[src/scmfw_regs.vh]
`ifndef SCMFW_REGS_VH
`define SCMFW_REGS_VH

// Register byte offsets
`define SCMFW_MODE_OFF 12'h000
`define SCMFW_IDLE_OFF 12'h004

// Mode control fields
`define SCMFW_DIV_HI 7
`define SCMFW_DIV_LO 5
`define SCMFW_FAST_BIT 4
`define SCMFW_LRDY_BIT 3
`define SCMFW_HRDY_BIT 2
`define SCMFW_IDLE_BIT 1
`define SCMFW_HIGH_BIT 0

// Idle/reset flags fields
`define SCMFW_KEEP_BIT 7
`define SCMFW_FLAGS_HI 2

// Reset values
`define SCMFW_DIV_RST 3'h0
`define SCMFW_FAST_RST 1'h0
`define SCMFW_IDLE_RST 1'h1
`define SCMFW_HIGH_RST 1'h1
`define SCMFW_KEEP_RST 1'h0
`define SCMFW_FLAGS_RST 3'h0

// Divider codes
`define SCMFW_CKS_LOW1 3'h1
`define SCMFW_CKS_D64 3'h2
`define SCMFW_CKS_D32 3'h3
`define SCMFW_CKS_D16 3'h4
`define SCMFW_CKS_D8 3'h5
`define SCMFW_CKS_D4 3'h6
`define SCMFW_CKS_D2 3'h7

// Divider masks (ratio minus one)
`define SCMFW_M64 6'h3F
`define SCMFW_M32 6'h1F
`define SCMFW_M16 6'h0F
`define SCMFW_M8 6'h07
`define SCMFW_M4 6'h03
`define SCMFW_M2 6'h01

// Oscillator settle counts
`define SCMFW_XTAL_CYC 128
`define SCMFW_RC_CYC 16

`endif

[src/scmfw_clock_mode.v]
// Function
// - divider field picks low clock (000/001) or high clock /64 down to /2.
// - divider field ignored while full high clock selected.
// - high select bit one gives undivided high clock as system clock.
// - moving to low clock stops the high oscillator and its derived clocks.
// - running from low clock also stops high/16 and high/64 peripheral ticks.
// - fast wake bit with crystal runs system from substitute clock after wake-up.
// - low oscillator ready flag reads zero until low oscillator stable.
// - high ready flag cleared at power-on, low in sleep, idle-off, low-run.
// - high ready rises after 128 crystal or 16 RC oscillator cycles.
// - halt enters idle if idle select set, otherwise sleep.
// - idle with clock keep runs system clock; without it system clock and high oscillator stop, time-base keeps running.
// - unimplemented bits 6 to 3 of second register read zero.
// - three reset-cause flags, read/write, zero after reset, set externally.
// - fast wake only applies when waking from sleep or idle-off.
// - crystal fast wake: 1-2 substitute cycles, substitute until ready, then crystal.
// - RC oscillators wake in 16 or 1-2 cycles; fast wake bit ignored.
// - substitute and time-base clocks come from configured low oscillator.
// - entering sleep or idle clears watchdog, sets power-down, clears time-out.
`timescale 1ns/100ps
`include "scmfw_regs.vh"

module scmfw_clock_mode #(
  parameter XTAL_CYC = `SCMFW_XTAL_CYC,
  parameter RC_CYC = `SCMFW_RC_CYC
) (
  input wire pclk,
  input wire presetn,
  input wire psel,
  input wire penable,
  input wire pwrite,
  input wire [11:0] paddr,
  input wire [31:0] pwdata,
  output wire pready,
  output wire [31:0] prdata,
  output wire pslverr,
  input wire cfg_high_is_crystal,
  input wire cfg_low_is_crystal,
  input wire low_rc_tick,
  input wire low_crystal_tick,
  input wire low_osc_stable,
  input wire halt_exec,
  input wire wake_event,
  input wire [2:0] reset_cause_set,
  output wire high_osc_enable,
  output wire sysclk_tick,
  output wire cpu_run,
  output wire substitute_tick,
  output wire timebase_tick,
  output wire high_div16_tick,
  output wire high_div64_tick,
  output wire watchdog_clear,
  output wire power_down_set,
  output wire watchdog_expired_clear,
  output wire [2:0] power_state
);

  localparam ST_RUN = 3'h0;
  localparam ST_SLEEP = 3'h1;
  localparam ST_IDLE_OFF = 3'h2;
  localparam ST_IDLE_ON = 3'h3;
  localparam ST_WAKE = 3'h4;
  localparam ST_FAST = 3'h5;

  localparam SRC_FULL = 2'h0;
  localparam SRC_DIV = 2'h1;
  localparam SRC_LOW = 2'h2;
  localparam SRC_SUB = 2'h3;

  reg [2:0] div_sel_ff;
  reg fast_en_ff;
  reg idle_sel_ff;
  reg high_sel_ff;
  reg keep_ff;
  reg [2:0] flags_ff;
  reg [2:0] nxt_flags;
  reg low_rdy_ff;
  reg high_rdy_ff;
  reg [7:0] osc_cnt_ff;
  reg [5:0] div_cnt_ff;
  reg [2:0] state_ff;
  reg [2:0] nxt_state;
  reg [1:0] src_ff;
  reg [2:0] src_div_ff;
  reg [1:0] want_src;
  reg fast_wake_ff;
  reg pready_ff;
  reg pslverr_ff;
  reg [31:0] prdata_ff;
  reg [31:0] rdata;
  reg [5:0] cur_mask;
  reg cur_tick;
  reg halt_pulse_ff;

  wire low_tick;
  wire wr_en;
  wire mode_hit;
  wire idle_hit;
  wire settle_done;
  wire need_high;
  wire [7:0] settle_cyc;
  wire halted;
  wire high_live;

  assign low_tick = cfg_low_is_crystal ? low_crystal_tick : low_rc_tick;
  assign mode_hit = (paddr == `SCMFW_MODE_OFF);
  assign idle_hit = (paddr == `SCMFW_IDLE_OFF);
  assign wr_en = psel & penable & pready_ff & pwrite;
  assign halted = (state_ff == ST_SLEEP) | (state_ff == ST_IDLE_OFF) | (state_ff == ST_IDLE_ON);

  // Target source from software selection
  always @* begin
    if (high_sel_ff) begin
      want_src = SRC_FULL;
    end else if (div_sel_ff <= `SCMFW_CKS_LOW1) begin
      want_src = SRC_LOW;
    end else begin
      want_src = SRC_DIV;
    end
  end

  // High oscillator needed unless on low clock or stopped
  assign need_high = ((state_ff == ST_RUN) & ((src_ff != SRC_LOW) | (want_src != SRC_LOW)))
    | ((state_ff == ST_IDLE_ON) & (src_ff != SRC_LOW))
    | (state_ff == ST_WAKE) | (state_ff == ST_FAST);
  assign high_osc_enable = need_high;
  assign settle_cyc = cfg_high_is_crystal ? XTAL_CYC[7:0] : RC_CYC[7:0];
  assign settle_done = (osc_cnt_ff == settle_cyc - 8'h01);

  always @(posedge pclk or negedge presetn) begin
    if (!presetn) begin
      osc_cnt_ff <= 8'h00;
      high_rdy_ff <= 1'b0;
    end else if (!need_high) begin
      osc_cnt_ff <= 8'h00;
      high_rdy_ff <= 1'b0;
    end else if (!high_rdy_ff) begin
      osc_cnt_ff <= osc_cnt_ff + 8'h01;
      high_rdy_ff <= settle_done;
    end
  end

  always @(posedge pclk or negedge presetn) begin
    if (!presetn) begin
      low_rdy_ff <= 1'b0;
    end else begin
      low_rdy_ff <= low_osc_stable;
    end
  end

  // Free-running high clock divider
  always @(posedge pclk or negedge presetn) begin
    if (!presetn) begin
      div_cnt_ff <= 6'h00;
    end else if (high_rdy_ff) begin
      div_cnt_ff <= div_cnt_ff + 6'h01;
    end else begin
      div_cnt_ff <= 6'h00;
    end
  end

  always @* begin
    case (src_div_ff)
      `SCMFW_CKS_D64: cur_mask = `SCMFW_M64;
      `SCMFW_CKS_D32: cur_mask = `SCMFW_M32;
      `SCMFW_CKS_D16: cur_mask = `SCMFW_M16;
      `SCMFW_CKS_D8: cur_mask = `SCMFW_M8;
      `SCMFW_CKS_D4: cur_mask = `SCMFW_M4;
      default: cur_mask = `SCMFW_M2;
    endcase
  end

  always @* begin
    case (src_ff)
      SRC_FULL: cur_tick = high_rdy_ff;
      SRC_DIV: cur_tick = high_rdy_ff & ((div_cnt_ff & cur_mask) == cur_mask);
      default: cur_tick = low_tick;
    endcase
  end

  // Source switches at the end of a current period, or at once from substitute or while high clock not ready
  always @(posedge pclk or negedge presetn) begin
    if (!presetn) begin
      src_ff <= SRC_FULL;
      src_div_ff <= `SCMFW_CKS_D2;
    end else if (state_ff == ST_FAST) begin
      src_ff <= SRC_SUB;
    end else if (state_ff == ST_RUN && (src_ff == SRC_SUB || cur_tick || !high_rdy_ff)) begin
      src_ff <= want_src;
      src_div_ff <= div_sel_ff;
    end
  end

  assign sysclk_tick = (state_ff == ST_FAST) ? low_tick
    : cur_tick & ((state_ff == ST_RUN) | (state_ff == ST_IDLE_ON));
  assign cpu_run = (state_ff == ST_RUN) | (state_ff == ST_FAST);
  assign substitute_tick = low_tick;
  assign timebase_tick = low_tick & (state_ff != ST_SLEEP);
  // Derived ticks die with the oscillator, not a cycle later with its ready flag
  assign high_live = need_high & high_rdy_ff;
  assign high_div16_tick = high_live & ((div_cnt_ff & `SCMFW_M16) == `SCMFW_M16);
  assign high_div64_tick = high_live & ((div_cnt_ff & `SCMFW_M64) == `SCMFW_M64);

  // Power state machine
  always @* begin
    nxt_state = state_ff;
    case (state_ff)
      ST_RUN: begin
        if (halt_exec) begin
          if (!idle_sel_ff) begin
            nxt_state = ST_SLEEP;
          end else if (keep_ff) begin
            nxt_state = ST_IDLE_ON;
          end else begin
            nxt_state = ST_IDLE_OFF;
          end
        end
      end
      ST_SLEEP, ST_IDLE_OFF: begin
        if (wake_event) begin
          nxt_state = (src_ff == SRC_LOW) ? ST_RUN : ST_WAKE;
        end
      end
      ST_IDLE_ON: begin
        if (wake_event) begin
          nxt_state = ST_RUN;
        end
      end
      ST_WAKE: begin
        if (fast_wake_ff && low_tick) begin
          nxt_state = ST_FAST;
        end else if (high_rdy_ff) begin
          nxt_state = ST_RUN;
        end
      end
      ST_FAST: begin
        if (high_rdy_ff) begin
          nxt_state = ST_RUN;
        end
      end
      default: nxt_state = ST_RUN;
    endcase
  end

  always @(posedge pclk or negedge presetn) begin
    if (!presetn) begin
      state_ff <= ST_RUN;
      fast_wake_ff <= 1'b0;
      halt_pulse_ff <= 1'b0;
    end else begin
      state_ff <= nxt_state;
      halt_pulse_ff <= (state_ff == ST_RUN) & halt_exec;
      if ((state_ff == ST_SLEEP || state_ff == ST_IDLE_OFF) && wake_event) begin
        fast_wake_ff <= fast_en_ff & cfg_high_is_crystal;
      end else if (state_ff != ST_WAKE) begin
        fast_wake_ff <= 1'b0;
      end
    end
  end

  assign watchdog_clear = halt_pulse_ff;
  assign power_down_set = halt_pulse_ff;
  assign watchdog_expired_clear = halt_pulse_ff;
  assign power_state = state_ff;

  // Register writes; hardware set of reset flags wins over a clear
  always @* begin
    nxt_flags = flags_ff;
    if (wr_en && idle_hit) begin
      nxt_flags = pwdata[`SCMFW_FLAGS_HI:0];
    end
    nxt_flags = nxt_flags | reset_cause_set;
  end

  always @(posedge pclk or negedge presetn) begin
    if (!presetn) begin
      div_sel_ff <= `SCMFW_DIV_RST;
      fast_en_ff <= `SCMFW_FAST_RST;
      idle_sel_ff <= `SCMFW_IDLE_RST;
      high_sel_ff <= `SCMFW_HIGH_RST;
      keep_ff <= `SCMFW_KEEP_RST;
      flags_ff <= `SCMFW_FLAGS_RST;
    end else begin
      flags_ff <= nxt_flags;
      if (wr_en && mode_hit) begin
        div_sel_ff <= pwdata[`SCMFW_DIV_HI:`SCMFW_DIV_LO];
        fast_en_ff <= pwdata[`SCMFW_FAST_BIT];
        idle_sel_ff <= pwdata[`SCMFW_IDLE_BIT];
        high_sel_ff <= pwdata[`SCMFW_HIGH_BIT];
      end
      if (wr_en && idle_hit) begin
        keep_ff <= pwdata[`SCMFW_KEEP_BIT];
      end
    end
  end

  always @* begin
    rdata = 32'h00000000;
    if (mode_hit) begin
      rdata[`SCMFW_DIV_HI:`SCMFW_DIV_LO] = div_sel_ff;
      rdata[`SCMFW_FAST_BIT] = fast_en_ff;
      rdata[`SCMFW_LRDY_BIT] = low_rdy_ff;
      rdata[`SCMFW_HRDY_BIT] = high_rdy_ff;
      rdata[`SCMFW_IDLE_BIT] = idle_sel_ff;
      rdata[`SCMFW_HIGH_BIT] = high_sel_ff;
    end else if (idle_hit) begin
      rdata[`SCMFW_KEEP_BIT] = keep_ff;
      rdata[`SCMFW_FLAGS_HI:0] = flags_ff;
    end
  end

  // APB slave: one wait state, answer captured into flops
  always @(posedge pclk or negedge presetn) begin
    if (!presetn) begin
      pready_ff <= 1'b0;
      pslverr_ff <= 1'b0;
      prdata_ff <= 32'h00000000;
    end else if (psel && penable && !pready_ff) begin
      pready_ff <= 1'b1;
      pslverr_ff <= ~(mode_hit | idle_hit);
      prdata_ff <= pwrite ? 32'h00000000 : rdata;
    end else begin
      pready_ff <= 1'b0;
      pslverr_ff <= 1'b0;
    end
  end

  assign pready = pready_ff;
  assign pslverr = pslverr_ff;
  assign prdata = prdata_ff;

endmodule

[config.mk]
export PLATFORM = sky130hd
export DESIGN_NAME = scmfw_clock_mode
export DESIGN_NICKNAME = d
export VERILOG_FILES = /design/src/scmfw_clock_mode.v
export VERILOG_INCLUDE_DIRS = /design/src
export SDC_FILE = /design/constraint.sdc
export NUM_CORES = 1
export LEC_CHECK = 0
export ABC_AREA = 0
export BUFFER_PORTS_ARGS = -buffer_cell sky130_fd_sc_hd__buf_2
export CORE_ASPECT_RATIO = 2
export CORE_UTILIZATION = 48
export CTS_CLUSTER_DIAMETER = 60
export DETAILED_ROUTE_END_ITERATION = 8
export HOLD_SLACK_MARGIN = 0.15
export PLACE_DENSITY = 0.8
export RECOVER_POWER = 25
export SYNTH_ARGS = -nofsm -noshare
export SYNTH_HDL_FRONTEND = slang
export SYNTH_SLANG_ARGS = --single-unit
[constraint.sdc]
create_clock -name pclk -period 2.04 [get_ports pclk]
set_input_delay 0.204 -clock pclk [delete_from_list [all_inputs] [get_ports pclk]]
set_output_delay 0.204 -clock pclk [all_outputs]
set_load 0.01 [all_outputs]
* Yosys cells after proc, flatten, opt, wreduce, memory -nomap -nowiden
Index checks and enable logic that the tools add are counted.
** Operators by class
- Equality and inequality tests :: 26
- Reductions and logical operators :: 20
- Add/sub/neg operators :: 3
- Muxes and demuxes :: 34
- Bitwise gates (word level) :: 24
- Order comparisons :: 1
** Operators by type and width (number)
- 8-bit 2-to-1 mux :: 4
- 6-bit case mux with 5 select lines :: 1
- 3-bit 2-to-1 mux :: 9
- 3-bit equality test, second input constant :: 5
- 3-bit case mux with 5 select lines :: 1
- 1-bit AND :: 13
- 12-bit by 3-bit equality test with 1-bit output, second input constant :: 1
- 3-bit by 2-bit equality test with 1-bit output, second input constant :: 4
- 12-bit logical NOT :: 1
- 2-bit inequality test, second input constant :: 6
- 1-bit 2-to-1 mux :: 11
- 2-bit 2-to-1 mux :: 5
- 8-bit by 1-bit adder with 8-bit output, second input constant :: 1
- 8-bit equality test :: 1
- 8-bit by 1-bit subtractor with 8-bit output, second input constant :: 1
- 1-bit logical AND :: 7
- 1-bit bitwise OR :: 7
- 6-bit by 1-bit adder with 6-bit output, second input constant :: 1
- 6-bit AND :: 1
- 6-bit equality test :: 1
- 6-bit equality test, second input constant :: 1
- 6-bit 2-to-1 mux :: 1
- 2-bit equality test, second input constant :: 2
- 4-bit equality test, second input constant :: 1
- other kinds (17) :: 22
** Storage, ports and cells
- Output and inout port bits :: 47
- Bits in registers :: 70
- Input port bits :: 59

* Longest topological paths before layout
Gate-level depths: netlist of run 1.
- Word-level depth :: 11
- Gate-level depth with buffers :: 5

* Worst setup path before layout of run 1
OpenSTA, ideal clock, no wires.
- Kind :: reg2out
- Start point :: register state_ff[2] (netlist: power_state[2])
- End point :: output port high_div16_tick
- Stages on the path, launching flop included :: 6
- Path slack :: 0.425 ns
- Buffers on the path :: 1
- Data arrival time :: 1.411 ns
- Required time :: 1.836 ns
- Path through :: dfrtp_1 > nand2b_1 > or2_2 > o2bb2ai_1 > clkbuf_1 > nor2_1
** On the way
- Cells in the longest elaborated chain, start to end :: 7
- Elaborated cells between the ends (all ways) :: 11
** Ends and longest elaborated chain
- from (decl) :: line scmfw_clock_mode.v:81 : reg [2:0] state_ff;
- from (signal assigned) :: line scmfw_clock_mode.v:251 : state_ff <= nxt_state;
- 3-bit by 2-bit equality test with 1-bit output / 3-bit logical NOT (equally long branches) :: line scmfw_clock_mode.v:124, scmfw_clock_mode.v:123
- 1-bit AND, on equally long branches :: line scmfw_clock_mode.v:124, scmfw_clock_mode.v:123
- 1-bit bitwise OR :: line scmfw_clock_mode.v:124 : | ((state_ff == ST_IDLE_ON) & (src_ff != SRC_LOW))
- 1-bit bitwise OR :: line scmfw_clock_mode.v:125 : | (state_ff == ST_WAKE) | (state_ff == ST_FAST);
- 1-bit bitwise OR * :: line scmfw_clock_mode.v:125
- 1-bit AND * :: line scmfw_clock_mode.v:200 : assign high_live = need_high & high_rdy_ff;
- 1-bit AND * :: line scmfw_clock_mode.v:201 : assign high_div16_tick = high_live & ((div_cnt_ff & `SCMFW_M16) == `SCMFW_M16);
- to (decl) :: line scmfw_clock_mode.v:50 : output wire high_div16_tick,
Every way passes the cells marked *; elsewhere a longest branch is shown, timed or not.

* Final worst setup path of run 1
- Start point :: register state_ff[0] (netlist: power_state[0])
- End point :: output port sysclk_tick
** On the way
- Cells in the longest elaborated chain, start to end :: 4
- Elaborated cells between the ends (all ways) :: 6
** Ends and longest elaborated chain
- 3-bit by 2-bit equality test with 1-bit output / 3-bit logical NOT (equally long branches) :: line scmfw_clock_mode.v:195 : : cur_tick & ((state_ff == ST_RUN) | (state_ff == ST_IDLE_ON));
- 1-bit bitwise OR :: line scmfw_clock_mode.v:195
- 1-bit AND :: line scmfw_clock_mode.v:195
- 1-bit 2-to-1 mux * :: line scmfw_clock_mode.v:194 : assign sysclk_tick = (state_ff == ST_FAST) ? low_tick
- to (decl) :: line scmfw_clock_mode.v:46 : output wire sysclk_tick,
Marked as above.

==> results.txt, run 1 <==
Remaining DRCs = 0
library cells used by synthesis = 52
global-route wire length before repair = 9.05 mm
arrival time of the worst setup path = 1.76 ns
clock latency on the worst-skew pair = 0.31 ns
number of routed nets with antenna violations = 0
root buffer cell = clkbuf_8
largest driver fanout on the critical path = 10
maximum number of pins on one net before global-route repair = 19
top cells by area in the synthesized netlist = dfrtp_1 (41%), buf_4 (7.8%), dfstp_2 (5.3%), mux2_2 (4.1%), nor2_1 (3.8%)
achievable frequency = 0.509 GHz
buffer levels on the longest clock path = 2
FF+latch area = 0.00116 mm²
ys flop type = dfrtp_1
number of warnings reported in the yosys synthesis log = 0
clock slew seen by the registers of the worst setup and hold paths = 0.08 ns
setup repair after global routing missed its margin = yes
antenna violations before repair = 0
Antenna Cells = 0
post-CTS setup repair buffer count = 0
fraction of layout instances using a drive strength above 1 = 30.0%
Slew @ Worst Pin = 0.892 ns
Commonest cells post-synth = dfrtp_1 (41), buf_4 (26), nor2_1 (25), nand2_1 (11)
via count of the first global-routing pass = 2035
endpoint kind of the worst setup timing path = primary output
clock tree from TritonCTS = yes
critical register-to-register path endpoint = src_div_ff[1]$_DFFE_PN1P_
gpl congestion = 0.784
share of the synthesized area in the top cell type = 41.1%
hold path depth = 2
Clock H-tree levels = 2
Async S/R FF share, synth = 100%
multi-input combinational cell area = 0.00120 mm²
register-to-register setup slack = 0.25 ns
number of optimization iterations in the first detailed-route pass = 4
floorplan die area = 0.00551 mm²
static leakage power = 1.49 nW
per-instance average area after synthesis = 10.2 µm²
Critical Path Source Type = register
leftover overflow at the end of global routing = 0
starting density of the core = 50.4%
sink of the worst hold path = power_down_set$_DFF_PN0_
number of violations reported at the end of detailed-routing iteration 0 = 23
number of failing setup endpoints in the final timing report = 0
number of enable-type register cells in the synthesized netlist = 0
Nets = 380
most frequent cell after synthesis = dfrtp_1
Worst Path Class, Setup = register to primary output
headroom to the max-slew limit = 40.6%
count of maximum capacitance violations = 0
startpoint of the worst-slack reg-to-reg timing path = power_state[2]$_DFFE_PN0P_
Rows = 36
maximum resistive drop on vdd = 0.000762 V
Routed Wire Length = 5.49 mm
Post-Route Hold Slack = 0.189 ns
number of cells produced by synthesis = 244
count of final hold-check violations = 0
number of buffers inserted during clock tree synthesis = 5
Die Span X = 53.0 µm
post-layout utilization of the core = 60.9%
worst-case clock skew = 0.00864 ns
Hold/Removal Path Class = input port to register
startpoint of the tightest hold check path = halt_exec
synthesis-stage register bit count = 46
biggest area consumer among synthesized cells = dfrtp_1
Placed Cells incl. Taps = 357
cell area after synthesis = 0.00249 mm²
Port-buffer cells = 56
final cell count without fillers = 377
power per standard cell area = 751 mW/mm²
clock sink count = 46
status = complete, no violations
routed length per instance = 14.5 µm
vertical die dimension = 104 µm
Area Overhead vs Synth = 20.9%
detailed placer's ending HPWL = 4.10 mm
required time of the critical path = 1.84 ns
total number of vias = 2026
pins over their slew limit = 0
top-level I/O count = 106
via-per-instance ratio = 5.37
sequential fraction of the synthesis area = 46.4%
Final min period = 1.96 ns
global router's overall resource usage = 22.5%
floorplan core area = 0.00495 mm²
Period Utilization, post-route = 96.2%
Fillers = 419
worst-case reg-to-reg path depth = 5
stage by stage:
step | setup slack, ns | area (µm²) | total power (W) | TNS [ns]
4_1_cts | 0.0199 | 2980 | 0.00226 | 0
5_1_grt | -0.00152 | 3020 | 0.00240 | -0.00152
3_5_place_dp | 0.217 | 2780 | 0.00168 | 0
6_report | 0.0766 | 3020 | 0.00227 | 0
3_3_place_gp | 0.277 | 2780 | 0.00167 | 0
2_1_floorplan | 0.425 | 2580 | 0.00148 | 0
logic make-up after synthesis:
group,after synthesis,share of synthesized area (%)
simple gates,90,19.8
buf+inv,38,9.68
fa+ha+maj,2,1.00
flops,46,46.4
compound gates,38,11.2
other cells,1,0.150
xor+xnor,10,3.51
mux,19,8.27
registers in the layout, summed over array words and instances (netlist names):
name / count
power_down_set: 1
high_rdy_ff: 1
power_state: 3
pready: 1
fast_en_ff: 1
src_div_ff: 3
low_rdy_ff: 1
idle_sel_ff: 1
src_ff: 2
div_cnt_ff: 6
keep_ff: 1
flags_ff: 3
div_sel_ff: 3
fast_wake_ff: 1
pslverr: 1
osc_cnt_ff: 8
high_sel_ff: 1
prdata: 8
per-layer routing:
metal	wire [µm]	vias to the layer above	track usage, %
met2	3230	73	41.7
li1	-	959	-
met3	233	12	4.82
met5	0	-	0
met4	170	0	11.1
met1	1850	982	21.6
critical path: stages, from the launching register on:
cell and delay [ns]:
dfrtp_2 0.45, buf_6 0.16, nor2b_1 0.07, or4_1 0.46, o22ai_1 0.16, buf_2 0.16
final cells by class:
type | instances | area share, %
Sequential cell | 46 | 38.4
Multi-Input combinational cell | 183 | 39.9
Clock inverter | 1 | 0.166
Clock buffer | 7 | 2.86
Timing Repair Buffer | 77 | 15.5
Inverter | 6 | 0.747
Tap cell | 57 | 2.36
power breakdown:
| part | internal, W | leakage, nW | total [W] | switching (W) |
|---|---|---|---|---|
| logic | 0.000311 | 0.846 | 0.000696 | 0.000385 |
| clock network | 0.000273 | 0.0482 | 0.000574 | 0.000300 |
| registers | 0.000953 | 0.595 | 0.000997 | 0.0000442 |
| total | 0.00154 | 1.49 | 0.00227 | 0.000730 |
how the worst max path moves through the flow:
| stage | slack (ns) | start | endpoint | cells after the start |
|---|---|---|---|---|
| global route | -0.002 | power_state[0]$_DFFE_PN0P_ | sysclk_tick | 5 |
| detailed placement | 0.22 | paddr[9] | fast_en_ff$_DFFE_PN0P_ | 5 |
| CTS | 0.02 | src_ff[1]$_DFFE_PN0P_ | high_div64_tick | 5 |
| global placement | 0.28 | power_state[2]$_DFFE_PN0P_ | src_div_ff[2]$_DFFE_PN1P_ | 5 |
| finish | 0.08 | power_state[0]$_DFFE_PN0P_ | sysclk_tick | 5 |
| floorplan | 0.42 | power_state[2]$_DFFE_PN0P_ | high_div16_tick | 5 |
cells in the final DEF (no fill, tap or decap), types with 5 or more instances in the layout:
cell type	count
buf_4	7
conb_1	24
nor2_1	25
mux2_2	9
a21oi_1	9
dfstp_2	5
buf_2	55
clkbuf_8	6
nor3_1	5
mux2i_1	9
nor2b_1	8
nand2_1	11
xor2_1	6
dlygate4sd3_1	12
inv_1	6
nand4_1	6
dfrtp_1	40
o21ai_0	7
what timing repair did:
item                       CTS  global route
hold endpoints to repair    25             2
resized for setup            2             4
pin swaps                    1             1
hold buffers                10             2
setup endpoints to repair    2             4
(Power assumes the default switching activity.)
==> run 2, diff against run 1 <==
CORE_ASPECT_RATIO = default   (was 2)
==> run 2 against run 1 <==
Against the previous run:
- flip-flop and latch count unchanged
- design area rose by 0.79%
- via count fell by 0.79%
- combinational power up 6.2%
- setup slack got worse by 0.00064 ns
- power grew 0.51%
- critical endpoint unchanged
==> results.txt, run 2 (same netlist as run 1, synthesis figures left out) <==
number of violations reported at the end of detailed-routing iteration 0 = 89
startpoint of the tightest hold check path = pwdata[7]
worst-case reg-to-reg path depth = 5
start point of the critical path = power_state[0]$_DFFE_PN0P_
most common cell after layout, fill and taps aside = buf_2
achievable frequency = 0.509 GHz
global router's overall resource usage = 20.8%
number of routed nets with antenna violations = 0
number of optimization iterations in the first detailed-route pass = 4
wire length on met3 = 236 µm
total number of vias = 2010
Worst Path Class, Setup = register to primary output
maximum number of pins on one net before global-route repair = 25
largest driver fanout on the critical path = 6
leftover overflow at the end of global routing = 0
Final min period = 1.96 ns
Hold/Removal Path Class = input port to register
startpoint of the worst-slack reg-to-reg timing path = div_cnt_ff[3]$_DFF_PN0_
most frequent cells in the layout = buf_2 (54), dfrtp_1 (39), nor2_1 (24), conb_1 (24)
pins over their slew limit = 0
hold path depth = 2
clock slew seen by the registers of the worst setup and hold paths = 0.08 ns
count of final hold-check violations = 0
number of buffers inserted during clock tree synthesis = 5
via count of the first global-routing pass = 1893
worst-case clock skew = 0.00663 ns
critical register-to-register path endpoint = src_div_ff[1]$_DFFE_PN1P_
register-to-register setup slack = 0.17 ns
endpoint kind of the worst setup timing path = primary output
clock latency on the worst-skew pair = 0.30 ns
clock tree from TritonCTS = yes
Antenna Cells = 0
multi-input combinational cell area = 0.00121 mm²
starting density of the core = 51.5%
summed area of non-filler cells in the final layout = 0.00304 mm²
floorplan die area = 0.00549 mm²
Rows = 25
routed length per instance = 13.5 µm
required time of the critical path = 1.84 ns
Clock H-tree levels = 2
detailed placer's ending HPWL = 3.75 mm
Post-Place Worst Slack = 0.253 ns
power per standard cell area = 749 mW/mm²
number of failing setup endpoints in the final timing report = 0
arrival time of the worst setup path = 1.76 ns
summed negative setup slack over all endpoints = 0 ns
Period Utilization, post-route = 96.3%
Overall Power = 0.00228 W
post-layout utilization of the core = 62.7%
headroom to the max-slew limit = 12.2%
fraction of layout instances using a drive strength above 1 = 30.8%
top routing layer used = met4
count of maximum capacitance violations = 0
via-per-instance ratio = 5.18
static leakage power = 1.47 nW
antenna violations before repair = 0
maximum resistive drop on vdd = 0.000458 V
root buffer cell = clkbuf_8
Slew @ Worst Pin = 1.32 ns
Fillers = 401
Die Span X = 74.1 µm
Area Overhead vs Synth = 21.9%
vertical die dimension = 74.1 µm
status = complete, no violations
global-route wire length before repair = 8.49 mm
sink of the worst hold path = keep_ff$_DFFE_PN0P_
buffer levels on the longest clock path = 2
met2 layer wire length in the routed design = 2.68 mm
gpl congestion = 0.778
Critical Path Source Type = register
placed inst area = 0.00279 mm²
FF+latch area = 0.00116 mm²
top-level I/O count = 106
Port-buffer cells = 56
Nets = 381
Remaining DRCs = 0
clock sink count = 46
Routed Wire Length = 5.24 mm
met1 wire length = 2.23 mm
floorplan core area = 0.00485 mm²
final setup margin = 0.0759 ns
[run 2: final cells by class]
type | instances | area share [%]
timing repair buffer | 78 | 15.9
inverter | 6 | 0.741
clock buffer | 8 | 2.63
multi-input combinational | 183 | 39.8
tap | 67 | 2.76
sequential | 46 | 38.1
[run 2: layer usage]
layer / track usage, % / up-vias
li1: - / 970
met1: 25.8 / 970
met2: 34.1 / 64
met3: 5.56 / 6
met4: 8.76 / 0
met5: 0 / -
[run 2: what timing repair did]
action | 4_1_cts | 5_1_grt
gates resized for setup | 2 | 6
buffers inserted | 0 | 4
hold buffers | 11 | 0
endpoints found under the hold margin | 27 | 0
pin swaps | 0 | 2
setup endpoints to repair | 2 | 4
[run 2: worst max-delay path: stages, from the launching register on]
cell and delay [ns]:
dfrtp_2 0.45, nor2b_1 0.15, or4_1 0.50, o22ai_1 0.20
buf_2 0.16
[run 2: how the worst max path moves through the flow]
stage | slack, ns | end | depth (start not counted)
finish | 0.08 | sysclk_tick | 4
global route | -0.02 | high_div64_tick | 5
CTS | 0.01 | high_div64_tick | 5
detailed placement | 0.25 | fast_en_ff$_DFFE_PN0P_ | 5
global placement | 0.29 | sysclk_tick | 5
floorplan | 0.42 | high_div16_tick | 5
[run 2: report_power, final]
| group | internal, W | switching, W |
|---|---|---|
| Clock | 0.000244 | 0.000301 |
| Sequential | 0.000954 | 0.0000406 |
| Combinational | 0.000334 | 0.000405 |
[run 2: stage by stage]
stage / hold WS (ns) / std cells
after global placement: 0.218 / 365
after CTS: 0.162 / 384
after floorplan: -0.0916 / 267
after detailed placement: 0.218 / 365
final: 0.166 / 388
after global routing: 0.160 / 388
==> run 3, diff against run 2 <==
ABC_AREA = 1   (was 0)
GPL_TIMING_DRIVEN = 0   (was default)
PLACE_DENSITY = 0.81   (was 0.8)
==> run 3 against run 2 <==
Against the previous run:
- worst hold slack worse by 0.0060 ns
- critical path depth up 4
- clock-buffer cell count down 1
- power up 25%
- wire length down 4.3%
- clock power up 29%
- critical path type unchanged
- largest cell class is now registers
- largest power group unchanged
==> results.txt, run 3 <==
count of final hold-check violations = 0
Rows = 25
synthesis-stage register bit count = 46
pins over their slew limit = 0
maximum number of pins on one net before global-route repair = 47
Final min period = 1.89 ns
Area Overhead vs Synth = 25.6%
most common cell after layout, fill and taps aside = nand2_1
Period Utilization, post-route = 92.8%
gpl congestion = 0.864
largest driver fanout on the critical path = 6
clock sink count = 46
total number of vias = 2197
summed negative setup slack over all endpoints = 0 ns
library cells used by synthesis = 38
most frequent cells in the layout = nand2_1 (67), buf_2 (42), dfrtp_1 (41)
number of buffers inserted during clock tree synthesis = 5
count of maximum capacitance violations = 0
Post-Place Worst Slack = 0.421 ns
routed length per instance = 10.6 µm
static leakage power = 1.61 nW
global router's overall resource usage = 19.9%
final setup margin = 0.147 ns
floorplan die area = 0.00543 mm²
leftover overflow at the end of global routing = 0
Clock H-tree levels = 2
vertical die dimension = 73.7 µm
clock latency on the worst-skew pair = 0.30 ns
number of enable-type register cells in the synthesized netlist = 0
per-instance average area after synthesis = 7.99 µm²
clock slew seen by the registers of the worst setup and hold paths = 0.08 ns
fraction of layout instances using a drive strength above 1 = 23.7%
maximum resistive drop on vdd = 0.000402 V
Routed Wire Length = 5.01 mm
arrival time of the worst setup path = 1.69 ns
Critical Path Source Type = register
Commonest cells post-synth = nand2_1 (67), dfrtp_1 (41), inv_1 (35), nor2_1 (33), buf_4 (26)
via count of the first global-routing pass = 1967
cell area after synthesis = 0.00247 mm²
Nets = 465
Worst Path Class, Setup = register to primary output
number of warnings reported in the yosys synthesis log = 0
antenna violations before repair = 0
status = complete, no violations
Hold/Removal Path Class = input port to register
detailed placer's ending HPWL = 3.79 mm
ys flop type = dfrtp_1
number of routed nets with antenna violations = 0
Fillers = 422
share of the synthesized area in the top cell type = 41.6%
floorplan core area = 0.00485 mm²
power per standard cell area = 917 mW/mm²
endpoint kind of the worst setup timing path = primary output
Port-buffer cells = 56
Antenna Cells = 0
root buffer cell = clkbuf_8
number of violations reported at the end of detailed-routing iteration 0 = 67
Remaining DRCs = 0
number of failing setup endpoints in the final timing report = 0
achievable frequency = 0.528 GHz
via-per-instance ratio = 4.65
required time of the critical path = 1.84 ns
Die Span X = 73.7 µm
top cells by area in the synthesized netlist = dfrtp_1 (42%), nand2_1 (10%), buf_4 (7.9%), dfstp_2 (5.3%), inv_1 (5.3%)
clock tree from TritonCTS = yes
buffer levels on the longest clock path = 2
Slew @ Worst Pin = 1.11 ns
number of cells produced by synthesis = 309
Async S/R FF share, synth = 100%
headroom to the max-slew limit = 25.7%
setup repair after global routing missed its margin = no
sequential fraction of the synthesis area = 46.9%
starting density of the core = 50.9%
worst-case clock skew = 0.0118 ns
biggest area consumer among synthesized cells = dfrtp_1
number of optimization iterations in the first detailed-route pass = 4
most frequent cell after synthesis = nand2_1
global-route wire length before repair = 8.40 mm
top-level I/O count = 106
==> run 3: changes by cell type in the layout (fill, tap and decap cells not counted), sizes merged, moves of 13 or more <==
| cell | before | now |
|---|---|---|
| clkbuf | 10 | 24 |
| o21ai | 8 | 21 |
| nand3 | 2 | 17 |
| inv | 6 | 39 |
| nand2 | 12 | 71 |
==> run 3: metrics by stage <==
step                      hold slack [ns]  instances  utilization, %  power, W  cell area, µm²
after floorplan                   -0.0916        332               -   0.00186            2550
final                               0.160        472            64.0   0.00284            3100
after global routing                0.171        472            64.0   0.00302            3100
after detailed placement            0.318        455            60.2   0.00213            2920
after global placement              0.312        455            60.2   0.00209            2920
after CTS                           0.158        471            64.3   0.00285            3120
==> run 3: power by group <==
group          switching (W)  total, W  internal (W)
clock               0.000302  0.000702      0.000400
sequential          0.000133   0.00119       0.00106
combinational       0.000571  0.000951      0.000380
total                0.00101   0.00284       0.00184
==> run 3: critical path, cell delays in order, from the launching register on <==
cell     delay [ns]
dfrtp_1        0.44
nor2_2         0.16
inv_2          0.08
a21oi_2        0.16
nand2_1        0.08
nand2_2        0.10
nand2_2        0.07
nor3_1         0.13
buf_2          0.15
==> run 3: kinds of logic after synthesis <==
family	Yosys count	share of synthesized area, %
AO/OA/AOI/OAI	51	12.4
XOR/XNOR	1	0.355
adder cells (fa/ha/maj)	2	1.01
buffers and inverters	69	14.5
flip-flops	46	46.9
other	1	0.152
AND/OR/NAND/NOR	139	24.7
==> run 3: worst paths after layout <==
check	start	end	slack [ns]	cells after the start
setup / recovery	power_state[1]$_DFFE_PN0P_	high_div64_tick	0.15	8
hold / removal	pwdata[2]	flags_ff[2]$_DFF_PN0_	0.16	3
setup reg to reg	pready$_DFF_PN0_	prdata[3]$_DFFE_PN0P_	0.51	4
hold reg to reg	src_div_ff[0]$_DFFE_PN1P_	src_div_ff[0]$_DFFE_PN1P_	0.49	2
max in group asynchronous	presetn	prdata[4]$_DFFE_PN0P_	0.71	2
min in group asynchronous	presetn	osc_cnt_ff[0]$_DFFE_PN0P_	0.65	2
==> run 3: per-layer routing <==
metal  track usage, %  wire length, µm  vias up
met1             23.9             2220     1014
met4             5.34               52        0
met5                0                0        -
met2             35.5             2570       46
met3             4.66              169        6
li1                 -                -     1131
==> run 3: layout make-up <==
| cell class | instances | area, µm² | area share, % |
|---|---|---|---|
| Sequential cell | 46 | 1160 | 37.3 |
| Buffer | 29 | 209 | 6.74 |
| Timing Repair Buffer | 65 | 349 | 11.3 |
| Clock inverter | 1 | 30.0 | 0.968 |
| Clock buffer | 7 | 86.3 | 2.78 |
| Tap cell | 67 | 83.8 | 2.70 |
| Inverter | 40 | 150 | 4.84 |
| Multi-Input combinational cell | 217 | 1040 | 33.4 |
==> run 3: timing repair <==
action,in CTS,in global routing
buffers inserted,0,1
hold buffers,8,0
endpoints found under the setup margin,0,3
gates resized for setup,0,2
endpoints found under the hold margin,48,0
